**src/ccbt_map.vh**
```
// Register map, field positions and reset values of the CAN control and bit-timing block.
// Included by the design file; holds definitions only.
`ifndef CCBT_MAP_VH
`define CCBT_MAP_VH

`define CCBT_CTRL_OFS        12'h000
`define CCBT_TIMING_OFS      12'h010
`define CCBT_STATUS_OFS      12'h020
`define CCBT_ALIAS_CLR       2'h1
`define CCBT_ALIAS_SET       2'h2
`define CCBT_ALIAS_INV       2'h3

`define CCBT_CTRL_ABORT      27
`define CCBT_CTRL_REQ_LO     24
`define CCBT_CTRL_STAT_LO    21
`define CCBT_CTRL_CAP        20
`define CCBT_CTRL_ON         15
`define CCBT_CTRL_STOP_IN_IDLE      13
`define CCBT_CTRL_BUSY       11
`define CCBT_CTRL_WMASK      32'h0f10a01f

`define CCBT_TIM_WAKEUP_LINE_FILTER_EN      22
`define CCBT_TIM_SEG2_LO     16
`define CCBT_TIM_P2SEL       15
`define CCBT_TIM_SAM         14
`define CCBT_TIM_SEG1_LO     11
`define CCBT_TIM_PROP_LO     8
`define CCBT_TIM_SJW_LO      6
`define CCBT_TIM_WMASK       32'h0047ffff

`define CCBT_MODE_NORMAL     3'h0
`define CCBT_MODE_DISABLE    3'h1
`define CCBT_MODE_LOOPBACK   3'h2
`define CCBT_MODE_LISTEN     3'h3
`define CCBT_MODE_CONFIG     3'h4
`define CCBT_MODE_LISTEN_ALL 3'h7

`define CCBT_STOP_CYCLES     4'h8
`define CCBT_IPT_TQ          4'h2
`define CCBT_RESP_OKAY       2'h0
`define CCBT_RESP_SLVERR     2'h2

`endif

```
**src/ccbt_can_control_bit_timing.v**
```verilog
// CAN controller mode control and bit-timing configuration, AXI4-Lite register slave.
// Assumes the protocol engine consumes the timing outputs and reports activity inputs.
`timescale 1ns/1ps
`default_nettype none
`include "ccbt_map.vh"

// Contract
// - Requested mode codes: 111 listen-all, 100 config, 011, 010, 001, 000.
// - Read-only mode status shows mode in force, same codes.
// - Abort bit signals all transmit buffers; cleared when aborts complete.
// - Capture enable stores timer on valid receive; clear halts timer.
// - Enable bit turns module on; clear takes effect after transaction ends.
// - Busy bit reads one until module is completely disabled.
// - Stop-in-idle halts module during system idle; else keeps running.
// - Five-bit data-count field; 0 to 18 valid, 19 and above invalid.
// - Wake-up filter enable routes bus line through a filter.
// - Segment fields give field plus one quanta, 1 to 8.
// - Phase-2 select zero: phase 2 = max(phase 1, processing time).
// - Sampling-mode bit one samples three times, zero once.
// - Jump width is field plus one quanta, 1 to 4.
// - Quantum is 2 times (prescaler plus one) system clocks.
// - Timing register writable only while status shows configuration.
// - Clear, set, invert aliases at offsets 0x4, 0x8, 0xC.
// - Mode-change flag raised when status updates to requested mode.
module ccbt_can_control_bit_timing (
    input  wire        aclk,
    input  wire        aresetn,
    input  wire [11:0] s_axi_awaddr,
    input  wire        s_axi_awvalid,
    output wire        s_axi_awready,
    input  wire [31:0] s_axi_wdata,
    input  wire [3:0]  s_axi_wstrb,
    input  wire        s_axi_wvalid,
    output wire        s_axi_wready,
    output reg  [1:0]  s_axi_bresp,
    output reg         s_axi_bvalid,
    input  wire        s_axi_bready,
    input  wire [11:0] s_axi_araddr,
    input  wire        s_axi_arvalid,
    output wire        s_axi_arready,
    output reg  [31:0] s_axi_rdata,
    output reg  [1:0]  s_axi_rresp,
    output reg         s_axi_rvalid,
    input  wire        s_axi_rready,
    input  wire        system_idle,
    input  wire        engine_busy,
    input  wire        tx_aborts_done,
    input  wire        rx_valid_msg,
    input  wire        can_rx,
    output reg         abort_all_tx,
    output reg         engine_enable,
    output reg  [2:0]  mode_status,
    output reg         mode_change_flag,
    output reg  [15:0] timestamp_timer,
    output reg  [15:0] rx_timestamp,
    output reg         rx_timestamp_valid,
    output reg  [4:0]  filter_data_bit_count,
    output reg         filter_count_invalid,
    output reg         wake_line,
    output reg         quantum_tick,
    output reg  [3:0]  propagation_seg_len,
    output reg  [3:0]  phase_seg1_len,
    output reg  [3:0]  phase_seg2_len,
    output reg  [2:0]  jump_width,
    output reg         triple_sample_sel
);
    parameter WAKE_FILTER_LEN = 4;
    // Register selects decoded from the upper address bits
    localparam REG_NONE   = 2'h0;
    localparam REG_CTRL   = 2'h1;
    localparam REG_TIMING = 2'h2;
    localparam REG_STATUS = 2'h3;

    reg  [31:0] ctrl;
    reg  [31:0] timing;
    reg  [3:0]  stop_cnt;
    reg         active;
    reg  [6:0]  tq_cnt;
    reg  [WAKE_FILTER_LEN-1:0] wake_hist;
    reg         aw_held;
    reg         w_held;
    reg  [11:0] aw_addr;
    reg  [31:0] w_data;
    reg  [3:0]  w_strb;
    wire [2:0]  requested_mode = ctrl[`CCBT_CTRL_REQ_LO+2:`CCBT_CTRL_REQ_LO];
    wire        module_on = ctrl[`CCBT_CTRL_ON];
    wire        run = active && !(ctrl[`CCBT_CTRL_STOP_IN_IDLE] && system_idle);
    wire        do_write = aw_held && w_held && !s_axi_bvalid;
    wire [31:0] wmask_bytes = {{8{w_strb[3]}}, {8{w_strb[2]}}, {8{w_strb[1]}}, {8{w_strb[0]}}};
    wire [1:0]  alias_sel = aw_addr[3:2];
    wire        hit_ctrl = (reg_index(aw_addr) == REG_CTRL);
    wire        hit_timing = (reg_index(aw_addr) == REG_TIMING);
    wire        hit_status = (reg_index(aw_addr) == REG_STATUS) && (alias_sel == 2'h0);
    wire [5:0]  prescaler = timing[5:0];

    // Applies a base write or a clear, set or invert alias to a register
    function [31:0] apply_alias;
        input [31:0] old;
        input [31:0] data;
        input [31:0] mask;
        input [1:0]  sel;
        reg   [31:0] m;
        begin
            m = data & mask;
            case (sel)
                2'h0:            apply_alias = (old & ~mask) | m;
                `CCBT_ALIAS_CLR: apply_alias = old & ~m;
                `CCBT_ALIAS_SET: apply_alias = old | m;
                `CCBT_ALIAS_INV: apply_alias = old ^ m;
                default:         apply_alias = old;
            endcase
        end
    endfunction

    // Length in quanta of a three-bit segment field
    function [3:0] seg_len;
        input [2:0] field;
        begin
            seg_len = {1'b0, field} + 4'h1;
        end
    endfunction

    // Selects the register behind a byte address; the low nibble picks an alias
    function [1:0] reg_index;
        input [11:0] addr;
        begin
            case ({addr[11:4], 4'h0})
                `CCBT_CTRL_OFS:   reg_index = REG_CTRL;
                `CCBT_TIMING_OFS: reg_index = REG_TIMING;
                `CCBT_STATUS_OFS: reg_index = REG_STATUS;
                default:          reg_index = REG_NONE;
            endcase
        end
    endfunction

    assign s_axi_awready = !aw_held;
    assign s_axi_wready  = !w_held;
    assign s_axi_arready = !s_axi_rvalid;

    // Write channel: address and data taken in either order
    always @(posedge aclk) begin
        if (!aresetn) begin
            aw_held      <= 1'b0;
            w_held       <= 1'b0;
            aw_addr      <= 12'h000;
            w_data       <= 32'h00000000;
            w_strb       <= 4'h0;
            s_axi_bvalid <= 1'b0;
            s_axi_bresp  <= `CCBT_RESP_OKAY;
        end else begin
            if (s_axi_awvalid && !aw_held) begin
                aw_held <= 1'b1;
                aw_addr <= s_axi_awaddr;
            end
            if (s_axi_wvalid && !w_held) begin
                w_held <= 1'b1;
                w_data <= s_axi_wdata;
                w_strb <= s_axi_wstrb;
            end
            if (do_write) begin
                aw_held      <= 1'b0;
                w_held       <= 1'b0;
                s_axi_bvalid <= 1'b1;
                // Status writes are legal; a status alias or a hole answers an error
                s_axi_bresp  <= (hit_ctrl || hit_timing || hit_status) ? `CCBT_RESP_OKAY
                                                                       : `CCBT_RESP_SLVERR;
            end else if (s_axi_bvalid && s_axi_bready) begin
                s_axi_bvalid <= 1'b0;
            end
        end
    end

    // Control register, mode sequencing and shutdown
    always @(posedge aclk) begin
        if (!aresetn) begin
            ctrl             <= {5'h00, `CCBT_MODE_CONFIG, 24'h000000};
            timing           <= 32'h00000000;
            mode_status      <= `CCBT_MODE_CONFIG;
            mode_change_flag <= 1'b0;
            active           <= 1'b0;
            stop_cnt         <= 4'h0;
        end else begin
            if (do_write && hit_ctrl)
                ctrl <= apply_alias(ctrl, w_data, wmask_bytes & `CCBT_CTRL_WMASK, alias_sel);
            else if (ctrl[`CCBT_CTRL_ABORT] && (tx_aborts_done || !active))
                ctrl[`CCBT_CTRL_ABORT] <= 1'b0;
            if (do_write && hit_timing && mode_status == `CCBT_MODE_CONFIG)
                timing <= apply_alias(timing, w_data, wmask_bytes & `CCBT_TIM_WMASK, alias_sel);
            // Reserved request codes are not honoured, status keeps its value
            if (mode_status != requested_mode && requested_mode != 3'h5
                && requested_mode != 3'h6 && !engine_busy) begin
                mode_status      <= requested_mode;
                mode_change_flag <= 1'b1;
            end else if (do_write && hit_status && w_data[0] && w_strb[0]) begin
                mode_change_flag <= 1'b0;
            end
            // Shutdown waits for the engine to finish and a short drain
            if (module_on) begin
                active   <= 1'b1;
                stop_cnt <= `CCBT_STOP_CYCLES;
            end else if (active && !engine_busy) begin
                if (stop_cnt == 4'h0)
                    active <= 1'b0;
                else
                    stop_cnt <= stop_cnt - 4'h1;
            end
        end
    end

    // Timing outputs, prescaler and timestamps
    always @(posedge aclk) begin
        if (!aresetn) begin
            abort_all_tx          <= 1'b0;
            engine_enable         <= 1'b0;
            tq_cnt                <= 7'h00;
            quantum_tick          <= 1'b0;
            timestamp_timer       <= 16'h0000;
            rx_timestamp          <= 16'h0000;
            rx_timestamp_valid    <= 1'b0;
            filter_data_bit_count <= 5'h00;
            filter_count_invalid  <= 1'b0;
            propagation_seg_len   <= 4'h1;
            phase_seg1_len        <= 4'h1;
            phase_seg2_len        <= 4'h1;
            jump_width            <= 3'h1;
            triple_sample_sel     <= 1'b0;
            wake_hist             <= {WAKE_FILTER_LEN{1'b1}};
            wake_line             <= 1'b1;
        end else begin
            abort_all_tx  <= ctrl[`CCBT_CTRL_ABORT];
            engine_enable <= run;
            // Quantum period is 2*(prescaler+1) clocks
            if (!run || tq_cnt >= {prescaler, 1'b1}) begin
                tq_cnt       <= 7'h00;
                quantum_tick <= run;
            end else begin
                tq_cnt       <= tq_cnt + 7'h01;
                quantum_tick <= 1'b0;
            end
            if (ctrl[`CCBT_CTRL_CAP] && run)
                timestamp_timer <= timestamp_timer + 16'h0001;
            rx_timestamp_valid <= ctrl[`CCBT_CTRL_CAP] && rx_valid_msg;
            if (ctrl[`CCBT_CTRL_CAP] && rx_valid_msg)
                rx_timestamp <= timestamp_timer;
            filter_data_bit_count <= ctrl[4:0];
            filter_count_invalid  <= (ctrl[4:0] > 5'h12);
            propagation_seg_len <= seg_len(timing[`CCBT_TIM_PROP_LO+2:`CCBT_TIM_PROP_LO]);
            phase_seg1_len <= seg_len(timing[`CCBT_TIM_SEG1_LO+2:`CCBT_TIM_SEG1_LO]);
            if (timing[`CCBT_TIM_P2SEL])
                phase_seg2_len <= seg_len(timing[`CCBT_TIM_SEG2_LO+2:`CCBT_TIM_SEG2_LO]);
            else if (seg_len(timing[`CCBT_TIM_SEG1_LO+2:`CCBT_TIM_SEG1_LO]) > `CCBT_IPT_TQ)
                phase_seg2_len <= seg_len(timing[`CCBT_TIM_SEG1_LO+2:`CCBT_TIM_SEG1_LO]);
            else
                phase_seg2_len <= `CCBT_IPT_TQ;
            jump_width <= {1'b0, timing[`CCBT_TIM_SJW_LO+1:`CCBT_TIM_SJW_LO]} + 3'h1;
            // Relies on software avoiding prescaler below 2 here
            triple_sample_sel <= timing[`CCBT_TIM_SAM];
            // Line filter: a level must persist for the whole window
            wake_hist <= {wake_hist[WAKE_FILTER_LEN-2:0], can_rx};
            if (!timing[`CCBT_TIM_WAKEUP_LINE_FILTER_EN])
                wake_line <= can_rx;
            else if (&wake_hist)
                wake_line <= 1'b1;
            else if (~|wake_hist)
                wake_line <= 1'b0;
        end
    end

    // Read channel; alias reads return zero
    always @(posedge aclk) begin
        if (!aresetn) begin
            s_axi_rvalid <= 1'b0;
            s_axi_rdata  <= 32'h00000000;
            s_axi_rresp  <= `CCBT_RESP_OKAY;
        end else if (s_axi_arvalid && !s_axi_rvalid) begin
            s_axi_rvalid <= 1'b1;
            s_axi_rresp  <= `CCBT_RESP_OKAY;
            s_axi_rdata  <= 32'h00000000;
            // Aliases read as zero; software must not rely on them
            case (reg_index(s_axi_araddr))
                REG_CTRL:
                    if (s_axi_araddr[3:0] == 4'h0)
                        s_axi_rdata <= (ctrl & `CCBT_CTRL_WMASK)
                                     | ({29'h0, mode_status} << `CCBT_CTRL_STAT_LO)
                                     | ({31'h0, active} << `CCBT_CTRL_BUSY);
                REG_TIMING:
                    if (s_axi_araddr[3:0] == 4'h0)
                        s_axi_rdata <= timing & `CCBT_TIM_WMASK;
                REG_STATUS:
                    if (s_axi_araddr[3:0] == 4'h0)
                        s_axi_rdata <= {31'h0, mode_change_flag};
                    else
                        s_axi_rresp <= `CCBT_RESP_SLVERR;
                default:
                    s_axi_rresp <= `CCBT_RESP_SLVERR;
            endcase
        end else if (s_axi_rvalid && s_axi_rready) begin
            s_axi_rvalid <= 1'b0;
        end
    end
endmodule // ccbt_can_control_bit_timing
`default_nettype wire

```
**config.mk**
```make
export PLATFORM = sky130hd
export DESIGN_NAME = ccbt_can_control_bit_timing
export DESIGN_NICKNAME = d
export VERILOG_FILES = /design/src/ccbt_can_control_bit_timing.v
export VERILOG_INCLUDE_DIRS = /design/src
export SDC_FILE = /design/constraint.sdc
export NUM_CORES = 1
export LEC_CHECK = 0
export BUFFER_PORTS_ARGS = -buffer_cell sky130_fd_sc_hd__clkbuf_2
export CAP_MARGIN = 5
export CELL_PAD_IN_SITES_DETAIL_PLACEMENT = 1
export CELL_PAD_IN_SITES_GLOBAL_PLACEMENT = 2
export CORE_MARGIN = 2
export CORE_UTILIZATION = 32
export CTS_CLUSTER_DIAMETER = 120
export DETAILED_ROUTE_END_ITERATION = 8
export GPL_TIMING_DRIVEN = 0
export MAX_ROUTING_LAYER = met4
export PLACE_DENSITY = 0.88
export SLEW_MARGIN = 20
export SYNTH_ARGS = -nofsm -noshare
export SYNTH_HDL_FRONTEND = slang
export SYNTH_SLANG_ARGS = --single-unit
```
**constraint.sdc**
```tcl
create_clock -name aclk -period 2.4 [get_ports aclk]
set_input_delay 0.48 -clock aclk [delete_from_list [all_inputs] [get_ports aclk]]
set_output_delay 0.48 -clock aclk [all_outputs]
set_load 0.01 [all_outputs]
```
; Word-level counts from Yosys, hierarchy flattened
; Cells that the tools add are included.
[totals]
regBits = 231
inputBits = 72
out_inout_bits = 104
wordCells = 171
[op_classes]
add_sub_neg = 7
magnitude_cmp = 3
eq_ne = 19
n_mux = 32
n_bitwise = 20
reduce_logical = 56
[op_table]
columns = cell, n
row1 = 32-bit one-hot mux with 4 select lines, 2
row2 = 32-bit bitwise AND, 4
row3 = 32-bit OR, 4
row4 = 28-bit one-hot mux with 3 select lines, 1
row5 = 32-bit inverter, 2
row6 = 32-bit bitwise XOR, 2
row7 = 32-bit by 23-bit bitwise AND with 32-bit output, 1
row8 = 32-bit by 28-bit bitwise AND with 32-bit output, 1
row9 = 23-bit inverter with 32-bit output, 1
row10 = 28-bit inverter with 32-bit output, 1
row11 = 28-bit two-way mux, 1
row12 = 28-bit by 12-bit OR with 28-bit output, 1
row13 = 28-bit by 24-bit OR with 28-bit output, 1
row14 = 1-bit logical AND, 23
row15 = 23-bit two-way mux, 1
row16 = 4-bit two-way mux, 5
row17 = 16-bit by 1-bit adder with 16-bit output (second input constant), 1
row18 = 8-bit by 1-bit == test with 1-bit output (second input constant), 2
row19 = 8-bit by 2-bit == test with 1-bit output (second input constant), 2
row20 = 8-bit zero test, 2
row21 = 1-bit two-way mux, 15
row22 = 3-bit by 1-bit adder with 4-bit output (second input constant), 3
row23 = 2-bit == test (second input constant), 6
row24 = 2-bit one-hot mux with 3 select lines, 2
row25 = other kinds (23), 53

; Depth between registers and ports, before layout
; Gate-level depths: netlist (run 1).
[depth]
depth_word = 9
ltp_mapped = 11
ltp_nobuf = 9

; Least setup slack after synthesis (run 1)
; OpenSTA, ideal clock, no wires.
[synth_timing]
path_type = input port to flip-flop
start = in s_axi_araddr[9]
end = reg s_axi_rdata[12]
setup_ns = 0.065
arrival_time_ns = 2.110
required_ns = 2.335
path_slack_ns = 0.225
stages = 9
n_path_buf = 2
path_cell_list = nor4_1 > nand2_1 > or2_2 > ha_1 > nor4bb_1 > buf_2 > buf_2 > a22oi_1 > nor2_1
[synth_via]
elab_chain_cells = 6
word_cells_on_any_way = 10
classes_between = eq/ne (5) / mux (4) / reduce/logical (1)
[synth_rtl]
columns = item, line
row1 = "start, declared", ccbt_can_control_bit_timing.v:38  ; input wire [11:0] s_axi_araddr,
row2 = "8-bit by 2-bit == test with 1-bit output, or another cell as far along", ccbt_can_control_bit_timing.v:127  ; case ({addr[11:4], 4'h0})
row3 = 2-bit one-hot mux with 3 select lines (*), ccbt_can_control_bit_timing.v:127
row4 = 2-bit two-way mux (*), ccbt_can_control_bit_timing.v:275  ; end else if (s_axi_arvalid && !s_axi_rvalid) begin
row5 = 2-bit two-way mux (*), ccbt_can_control_bit_timing.v:271  ; if (!aresetn) begin
row6 = 2-bit == test / 2-bit by 1-bit == test with 1-bit output (equally long branches), ccbt_can_control_bit_timing.v:280  ; case (reg_index(s_axi_araddr))
row7 = 28-bit one-hot mux with 3 select lines (*), ccbt_can_control_bit_timing.v:280
row8 = "end signal, assigned", ccbt_can_control_bit_timing.v:283  ; s_axi_rdata <= (ctrl & `CCBT_CTRL_WMASK)
row9 = "end signal, assigned", ccbt_can_control_bit_timing.v:288  ; s_axi_rdata <= timing & `CCBT_TIM_WMASK;
row10 = "end signal, assigned", ccbt_can_control_bit_timing.v:291  ; s_axi_rdata <= {31'h0, mode_change_flag};
row11 = "end, declared", ccbt_can_control_bit_timing.v:41  ; output reg [31:0] s_axi_rdata,
; Mark *: on every way between the ends. The rest lies on a longest branch, timed or not. The select of a mux whose other input is x is not followed.
; A chain may end at the register's enable or synchronous reset.

; Worst setup path in the final report (run 1)
[layout_timing]
start = reg aw_addr[3]
end = reg timing[7]
[layout_via]
elab_chain_cells = 2
word_cells_on_any_way = 5
classes_between = eq/ne (3) / mux (1) / reduce/logical (1)
[layout_rtl]
columns = item, line
row1 = "start, declared", ccbt_can_control_bit_timing.v:82  ; reg [11:0] aw_addr;
row2 = "start signal, assigned", ccbt_can_control_bit_timing.v:153  ; aw_addr <= s_axi_awaddr;
row3 = "2-bit == test, or another cell as far along", ccbt_can_control_bit_timing.v:105  ; case (sel)
row4 = 32-bit one-hot mux with 4 select lines (*), ccbt_can_control_bit_timing.v:105
row5 = "end signal, assigned", ccbt_can_control_bit_timing.v:188  ; timing <= apply_alias(timing, w_data, wmask_bytes & `CCBT_TIM_WMASK, alias_sel);
row6 = "end, declared", ccbt_can_control_bit_timing.v:75  ; reg [31:0] timing;
; Mark *: on every way between the ends. The rest lies on a longest branch, timed or not.

==> results.yml, run 1 <==
run_status:
  outcome: "finished clean"
critical_path:
  cp.buffers_inverters: 3
  slowest_stage: "clkbuf_1"
  cp.arrival_ps: 2560
  cpPeakStageDelay_ps: 460
  cp_data_required_time_ps: 2720
  critPathLaunchType: "register"
  endpoint_kind: "register"
  critPathTopFamily: "buffers and inverters"
  crit_chain: "clkbuf_1 > buf_2 > clkbuf_1 > nand2_1 > o211ai_1 > o211ai_1 > o211a_1"
  crit_fanout: 10
  path_class: "register to register"
place:
  gp_congestion: 0.8698
  preCtsSetupSlack_ps: -224.6
  dp.cells: 1506
  dpl.hpwl_mm: 22.06
  place.port_buffers: 159
sta:
  finalClockSkew_ps: 12.16
  worst_slew_pin_slew_ps: 851.6
  setup_viol: 0
  relSlewSlack: 0.4322
  hold_slack_ps: 261.6
  max_freq_mhz: 446.4
  hold_viol_final: 0
  period_share: 0.9334
  slew_violations: 0
  final.setup.worst_slack_ps: 159.9
  rsz0062_at_grt: "false"
  fin_crit_ps: 2240
die:
  initial_core_util: 0.3263
  die_w_um: 167
  dieArea_um2: 27890
  core_um2: 26060
  io_pins: 176
  dieHeight_um: 167
  num_rows: 59
synth:
  synth_edf_count: 0
  yosys-top-cells-count: "nand2_1 (199), dfxtp_1 (183), a21oi_1 (79), nor2_1 (61), clkbuf_1 (56)"
  mappedNetlistArea_um2: 8502
  synth-seq-area-share: 0.4309
  yosys.cell_types.count: 61
  synthFlopType: "dfxtp_1"
  synth_area_leader_cell: "dfxtp_1"
  synth.top_cell.area_share: 0.4309
  yosys_register_bits: 183
  async_flop_share: 0
  avgSynthCellArea_um2: 8.451
  synth_area_leaders: "dfxtp_1 (43%), nand2_1 (8.8%), ha_1 (7.7%), a21oi_1 (4.7%), nor2_1 (2.7%)"
  yosysWarnings: 0
  postSynthCellCount: 1006
  yosysMostFrequentCell: "nand2_1"
global_routing:
  grt_pass1_wl_mm: 45.03
  gr-total-overflow: 0
  grt_usage: 0.2105
  grt_pass1_vias: 8073
  grt_max_degree: 18
  antenna_found_initial: 0
pwr:
  power_density_nw_per_um2: 621.7
  peakVddDrop_uv: 473.1
  power.total_uw: 6426
  p_leak_uw: 0.004291
layout:
  multi_input_area_um2: 4447
  regArea_um2: 3664
  drive_gt1_frac: 0.1845
  final_cell_count_no_fill: 1538
  area_delta_synth_final_pct: 21.58
  num-fill-cells: 3151
  utilization: 0.3966
  nets: 1314
  diodes: 0
detailed_routing:
  viasPerCell: 5.222
  totalWireLength_mm: 28.77
  drc: 0
  dr.pass1.iters: 4
  drt_iter0_markers: 450
  via_count: 8032
  antenna_left: 0
  routedWlPerCell_um: 18.71
flow_run:
  cap_viol_max_count: 0
clock_tree:
  cts-htree-levels: 4
  clk_pin_slew_ps: 80
  tritoncts: "built"
  cts_buffers: 17
  cts_post_setup_buffers_inserted: 0
  cts_buffer_depth: 2
  clock-sinks: 183
  hold_buffers: 0
  worstSkewPairLatency_ps: 430
  cts_root_buffer: "clkbuf_16"
worst_hold_path:
  min_path_type: "input pin to register"
[stage by stage]
stage | setup TNS, ps | instance area, um^2
floorplan | 0 | 8524
global placement | -2317 | 9739
detailed placement | -4403 | 9739
CTS | 0 | 10320
global route | 0 | 10340
finish | 0 | 10340
[routing by layer]
| metal | part of all wire | up-vias | track usage |
|---|---|---|---|
| li1 | - | 3889 | - |
| met1 | 0.48 | 3916 | 0.2795 |
| met2 | 0.46 | 199 | 0.3330 |
| met3 | 0.043 | 28 | 0.03446 |
| met4 | 0.015 | 0 | 0.05660 |
| met5 | 0 | - | - |
[timing repair]
item                                    4_1_cts  5_1_grt
pin swaps                                     0        0
hold endpoints to repair                      0        0
resized for setup                             5        8
endpoints found under the setup margin       24       24
[cells by family after synthesis]
group / synth area share
flip-flops: 0.4309
multiplexers: 0.009419
AO/OA/AOI/OAI: 0.2077
adder cells (fa/ha/maj): 0.07653
XOR/XNOR: 0.02060
buffers and inverters: 0.05048
other: 0.0004411
AND/OR/NAND/NOR: 0.2040
[worst min-delay path, cell delays in order]
cell	delay, ps
clkbuf_2	80
nand2_1	50
a21oi_1	50
[final timing paths]
path	start	end	slack, ps	cells after the start
hold reg to reg	wake_hist[1]	wake_hist[2]	450	2
hold / removal	s_axi_wdata[1]	w_data[1]	260	3
setup reg to reg	aw_addr[3]	timing[7]	160	7
setup / recovery	aw_addr[3]	timing[7]	160	7
[where the power goes]
part,switching [uW],leakage (uW),internal (uW)
combinational,349,0.00253,175
sequential,61.1,0.00148,3100
clock,1320,0.000274,1420
total,1730,0.00429,4690
[final cells by class]
| cell class | instances | share of cell area |
|---|---|---|
| inverters | 30 | 0.01089 |
| plain buffers | 75 | 0.03159 |
| clock inverters | 12 | 0.01114 |
| flip-flops and latches | 183 | 0.3544 |
| repair buffers | 159 | 0.07699 |
| multi-input cells | 724 | 0.4302 |
| clock buffers | 20 | 0.04418 |
| well taps | 335 | 0.04055 |
[layout by cell type, fill, tap and decap left out, types with 7 or more instances in the layout]
cell / netlist / final
a211oi_1: 19 / 19
a21boi_0: 13 / 13
a21oi_1: 79 / 79
a221oi_1: 17 / 17
a22oi_1: 18 / 18
a31oi_1: 7 / 7
and2_1: 26 / 26
buf_2: 7 / 8
buf_4: 7 / 7
clkbuf_1: 56 / 52
clkbuf_16: 0 / 17
clkbuf_2: 0 / 163
conb_1: 1 / 7
dfxtp_1: 183 / 183
ha_1: 52 / 52
inv_1: 30 / 30
mux2i_1: 8 / 8
nand2_1: 199 / 199
nand2b_1: 15 / 15
nand3_1: 19 / 19
nand4_1: 8 / 8
nor2_1: 61 / 60
nor2b_1: 7 / 7
o211a_1: 13 / 13
o211ai_1: 28 / 28
o21a_1: 13 / 13
o21ai_0: 22 / 22
xor2_1: 15 / 15
[flip-flops by register name, summed over array words and instances, names as in the netlist, 5 cells and up]
register / flops
timing: 20
filter_data_bit_count: 5
tq_cnt: 7
aw_addr: 10
rx_timestamp: 16
s_axi_rdata: 27
ctrl: 12
timestamp_timer: 16
w_data: 25
(Power assumes the default switching activity.)
==> run 2: changes to the inputs <==
--- a/config.mk
+++ b/config.mk
@@ -16,7 +16,7 @@
 export DETAILED_ROUTE_END_ITERATION = 8
 export GPL_TIMING_DRIVEN = 0
 export MAX_ROUTING_LAYER = met4
-export PLACE_DENSITY = 0.88
+export PLACE_DENSITY_LB_ADDON = 0.1
 export SLEW_MARGIN = 20
 export SYNTH_ARGS = -nofsm -noshare
 export SYNTH_HDL_FRONTEND = slang
==> run 2 against run 1 <==
  * Power increased by 0.35%
  * First-iteration DRC count is 32% lower
  * Hold slack lost 7.7 ps
  * Maximum frequency is 0.35% lower
  * Setup slack got worse by 8.0 ps
  * Combinational power grew 2%
  * Sequential cell count did not move
  * Via count decreased by 2.1%
  * Cell area barely moved
  * Critical path type unchanged
  * Largest cell class unchanged
  * Largest power group unchanged
  * Highest routed layer unchanged
==> results.yml, run 2 (synthesis gave the netlist of run 1 again) <==
global_routing:
  grt_pass1_wl_mm: 45.68
  grt_usage: 0.2178
  grt_max_degree: 19
  grt_pass1_vias: 7731
  gr-total-overflow: 0
  antenna_found_initial: 0
layout:
  largest_reg_flops: 27
  final_cell_count_no_fill: 1538
  nets: 1314
  final_cell_mix: "nand2_1 (199), dfxtp_1 (183), clkbuf_2 (162), a21oi_1 (79), nor2_1 (60)"
  final_common_cell: "nand2_1"
  regArea_um2: 3664
  top_register: "s_axi_rdata"
  reg_top3: "s_axi_rdata: 27 flops, w_data: 25 flops, timing: 20 flops"
  diodes: 0
  multi_input_area_um2: 4456
  area_delta_synth_final_pct: 21.55
  drive_gt1_frac: 0.1862
  finalInstanceArea_um2: 10330
  num-fill-cells: 3174
critical_path:
  cp_data_required_time_ps: 2720
  path_class: "register to register"
  endpoint_kind: "register"
  cpPeakStageDelay_ps: 350
  cp.arrival_ps: 2570
  r2r_slack_ps: 150
  slowest_stage: "dfxtp_1"
  crit_chain: "nor4_4 > nand2_1 > nor2_2 > inv_1 > ha_1 > and4b_2 > and2_1 > clkbuf_4 > buf_4 > o211a_1"
  critPathLaunchType: "register"
  rr_endpoint: "timing[22]"
  crit_fanout: 10
  reg2reg_depth: 10
  startpoint: "aw_addr[8]"
  r2r-start: "aw_addr[8]"
sta:
  final.setup.tns_ps: 0
  hold_slack_ps: 253.9
  period_share: 0.9367
  finalClockSkew_ps: 12.15
  slew_violations: 0
  relSlewSlack: 0.4255
  fin_crit_ps: 2248
  setup_viol: 0
  hold_viol_final: 0
  rsz0062_at_grt: "false"
  worst_slew_pin_slew_ps: 861.8
  max_freq_mhz: 444.8
clock_tree:
  cts_root_buffer: "clkbuf_16"
  hold_buffers: 0
  cts-htree-levels: 4
  tritoncts: "built"
  cts_buffer_depth: 2
  clock-sinks: 183
  cts_buffers: 17
  clk_pin_slew_ps: 80
  worstSkewPairLatency_ps: 440
worst_hold_path:
  hold_depth: 3
  min_path_type: "input pin to register"
  hold-path-endpoint: "w_data[7]"
  hold_start: "s_axi_wdata[7]"
pwr:
  p_leak_uw: 0.004301
  power_density_nw_per_um2: 624.0
  power.total_uw: 6448
  peakVddDrop_uv: 449.9
die:
  initial_core_util: 0.3263
  dieHeight_um: 167
  dieArea_um2: 27890
  num_rows: 59
  io_pins: 176
  die_w_um: 167
  core_um2: 26060
detailed_routing:
  antenna_left: 0
  routedWlPerCell_um: 18.99
  drc: 0
  drt_iter0_markers: 306
  via_count: 7864
  viasPerCell: 5.113
  dr.pass1.iters: 5
  totalWireLength_mm: 29.20
place:
  place.port_buffers: 159
  dp.cells: 1506
  postPlaceCellArea_um2: 9739
  dpl.hpwl_mm: 22.17
  gp_congestion: 0.7741
run_status:
  outcome: "finished clean"
flow_run:
  cap_viol_max_count: 0
run 2: cell count changes in the layout (fill, tap and decap cells not counted), moves of 3 or more:
| cell | change |
|---|---|
| clkinv_4 | -5 |
| inv_6 | +7 |
| clkinv_2 | +3 |
| buf_4 | +3 |
run 2: power breakdown:
| group | switching (uW) | internal (uW) | total (uW) |
|---|---|---|---|
| registers | 58.3 | 3100 | 3150 |
| clock network | 1390 | 1370 | 2760 |
| logic | 354 | 179 | 533 |
| total | 1800 | 4650 | 6450 |
run 2: worst max path at each step:
stage / cells past startpoint / to / slack (ps)
2_1_floorplan: 9 / s_axi_rdata[12] / 230
3_5_place_dp: 9 / timing[5] / -220
6_report: 10 / timing[22] / 150
3_3_place_gp: 10 / timing[10] / -240
4_1_cts: 10 / timing[22] / 40
5_1_grt: 10 / s_axi_rdata[12] / 20
run 2: final cells by class:
cell class | count | share of cell area
multi-input combinational | 724 | 0.4312
sequential | 183 | 0.3545
timing repair buffer | 160 | 0.07773
clock buffer | 17 | 0.04117
tap | 335 | 0.04056
buffer | 74 | 0.03160
clock inverter | 15 | 0.01235
inverter | 30 | 0.01090
run 2: worst max-delay path: cells and delay by family, from the launching register on:
kind	cells	cell delay (ps)
and+or+nand+nor	5	930
AOI/OAI and AO/OA	1	220
DFF	1	350
adders and majority gates	1	180
buffers and inverters	3	460
run 2: per-layer routing:
| metal | wire length, um | share of wire | GRT usage |
|---|---|---|---|
| met1 | 14570 | 0.50 | 0.3052 |
| met5 | 0 | 0 | - |
| met2 | 13110 | 0.45 | 0.3332 |
| met4 | 240 | 0.0082 | 0.04835 |
| met3 | 1277 | 0.044 | 0.03089 |
run 2: per-stage QoR:
stage	setup WS [ps]	utilization
final	151.9	0.3966
after global placement	-241.5	0.3737
after CTS	43.10	0.3954
after global routing	20.18	0.3966
after detailed placement	-224.5	0.3737
after floorplan	225.0	-
run 2: timing repair:
item / CTS / global route
pin swaps: 0 / 1
gates resized for setup: 7 / 7
setup endpoints to repair: 24 / 27
setup buffers: 0 / 1
==> run 3: changes to the inputs <==
--- a/config.mk
+++ b/config.mk
@@ -16,7 +16,8 @@
 export DETAILED_ROUTE_END_ITERATION = 8
 export GPL_TIMING_DRIVEN = 0
 export MAX_ROUTING_LAYER = met4
-export PLACE_DENSITY_LB_ADDON = 0.1
+export PLACE_DENSITY = 0.83
+export SETUP_SLACK_MARGIN = 0.1
 export SLEW_MARGIN = 20
 export SYNTH_ARGS = -nofsm -noshare
 export SYNTH_HDL_FRONTEND = slang
==> run 3 against run 2 <==
  * Final cell count stayed put
  * Non-clock buffer count stayed put
  * Sequential power barely moved
  * Routed wire length fell by 1.2%
  * Clock skew grew 1.1 ps
  * First-iteration DRC count is 83% higher
  * Die area did not move
  * Utilization up 0.21 points
  * Critical path depth fell by 2
  * Global-route usage down 0.32 points
  * Setup slack improved by 77 ps
  * Cell area increased by 0.53%
  * Largest power group unchanged
==> results.yml, run 3 (synthesis gave the netlist of run 1 again) <==
detailed_routing:
  dr.pass1.iters: 5
  totalWireLength_mm: 28.84
  via_count: 7978
  viasPerCell: 5.187
  routedWlPerCell_um: 18.75
  drt_iter0_markers: 559
  antenna_left: 0
  drc: 0
pwr:
  peakVddDrop_uv: 459.8
  p_leak_uw: 0.004317
  power_density_nw_per_um2: 626.2
global_routing:
  grt_max_degree: 18
  grt_pass1_vias: 8000
  grt_pass1_wl_mm: 45.93
  antenna_found_initial: 1
  gr-total-overflow: 0
  grt_usage: 0.2146
layout:
  area_delta_synth_final_pct: 22.19
  final_cell_count_no_fill: 1538
  final_cell_mix: "nand2_1 (198), dfxtp_1 (183), clkbuf_2 (163), a21oi_1 (79), nor2_1 (60)"
  nets: 1314
  diodes: 0
  final_common_cell: "nand2_1"
  largest_reg_flops: 27
  finalInstanceArea_um2: 10390
  top_register: "s_axi_rdata"
  drive_gt1_frac: 0.1904
  reg_top3: "s_axi_rdata: 27 flops, w_data: 25 flops, timing: 20 flops"
clock_tree:
  cts-htree-levels: 4
  tritoncts: "built"
  hold_buffers: 0
  cts_buffers: 17
  worstSkewPairLatency_ps: 440
  cts_post_setup_buffers_inserted: 0
  clock-sinks: 183
  cts_root_buffer: "clkbuf_16"
  clk_pin_slew_ps: 70
  cts_buffer_depth: 2
place:
  dpl.hpwl_mm: 22.03
  place.port_buffers: 159
  postPlaceCellArea_um2: 9739
  dp.cells: 1506
  gp_congestion: 0.8440
sta:
  rsz0062_at_grt: "true"
  worst_slew_pin_slew_ps: 915.4
  slew_violations: 0
  setup_viol: 0
  hold_viol_final: 0
  relSlewSlack: 0.3898
  period_share: 0.9047
  fin_crit_ps: 2171
  max_freq_mhz: 460.5
  finalClockSkew_ps: 13.25
die:
  io_pins: 176
  initial_core_util: 0.3263
  num_rows: 59
  die_w_um: 167
  dieArea_um2: 27890
  core_um2: 26060
  dieHeight_um: 167
run_status:
  outcome: "finished clean"
critical_path:
  path_class: "register to register"
  cp.arrival_ps: 2550
  cp_data_required_time_ps: 2780
  endpoint_kind: "register"
  crit_fanout: 10
  r2r_slack_ps: 230
  critPathLaunchType: "register"
flow_run:
  cap_viol_max_count: 0
worst_hold_path:
  min_path_type: "input pin to register"
==> run 3: cell types whose count changed in the layout (fill, tap and decap cells not counted), sizes merged <==
cell / before / now
inv: 42 / 38
clkinvlp: 0 / 1
bufinv: 0 / 1
clkinv: 3 / 4
buf: 20 / 21
==> run 3: final timing paths <==
| path | startpoint | endpoint | depth (start not counted) |
|---|---|---|---|
| setup / recovery | aw_addr[10] | timing[10] | 8 |
| hold / removal | can_rx | wake_hist[0] | 2 |
| hold reg to reg | wake_hist[1] | wake_hist[2] | 2 |
| setup reg to reg | aw_addr[10] | timing[10] | 8 |
==> run 3: area by class of cell <==
cell class | instances | area (um^2)
buffer | 75 | 340.3
clock buffer | 18 | 439.2
clock inverter | 14 | 138.9
fill | 3152 | 15670
inverter | 30 | 112.6
multi-input combinational | 724 | 4479
sequential | 183 | 3664
tap | 335 | 419.2
timing repair buffer | 159 | 795.8
==> run 3: routing by layer <==
metal,track usage,share of wire,vias to the layer above
met4,0.04535,0.011,0
met5,-,0,-
met2,0.3357,0.45,207
met3,0.03636,0.059,20
li1,-,-,3883
met1,0.2919,0.48,3868
==> run 3: power by group <==
part | internal [uW] | switching, uW | leakage [uW]
Sequential | 3100 | 62.4 | 0.00148
Clock | 1490 | 1330 | 0.000288
Combinational | 179 | 347 | 0.00255
==> run 3: critical path, stage by stage (launching register included) <==
cell and delay, ps:
dfxtp_1 340, nor4_4 320, and3_4 250, ha_1 140, and4b_1 200, nand2_1 160
buf_4 240, a211oi_1 270, o21a_1 180
==> run 3: metrics by stage <==
step	total power [uW]	setup WS [ps]	hold WS, ps	TNS [ps]	util
after floorplan	3509	225.0	391.6	0	-
after global placement	3730	-176.7	401.1	-2528	0.3737
after detailed placement	3744	-227.0	415.3	-4768	0.3737
after CTS	6555	120.2	246.2	0	0.3966
after global routing	6774	83.62	250.0	0	0.3987
final	6506	228.7	259.9	0	0.3987
==> run 3: repair_timing <==
action                     CTS  global route
gates resized for setup      8            22
setup endpoints to repair   26            35
cloned                       0             0
pin swaps                    0             1
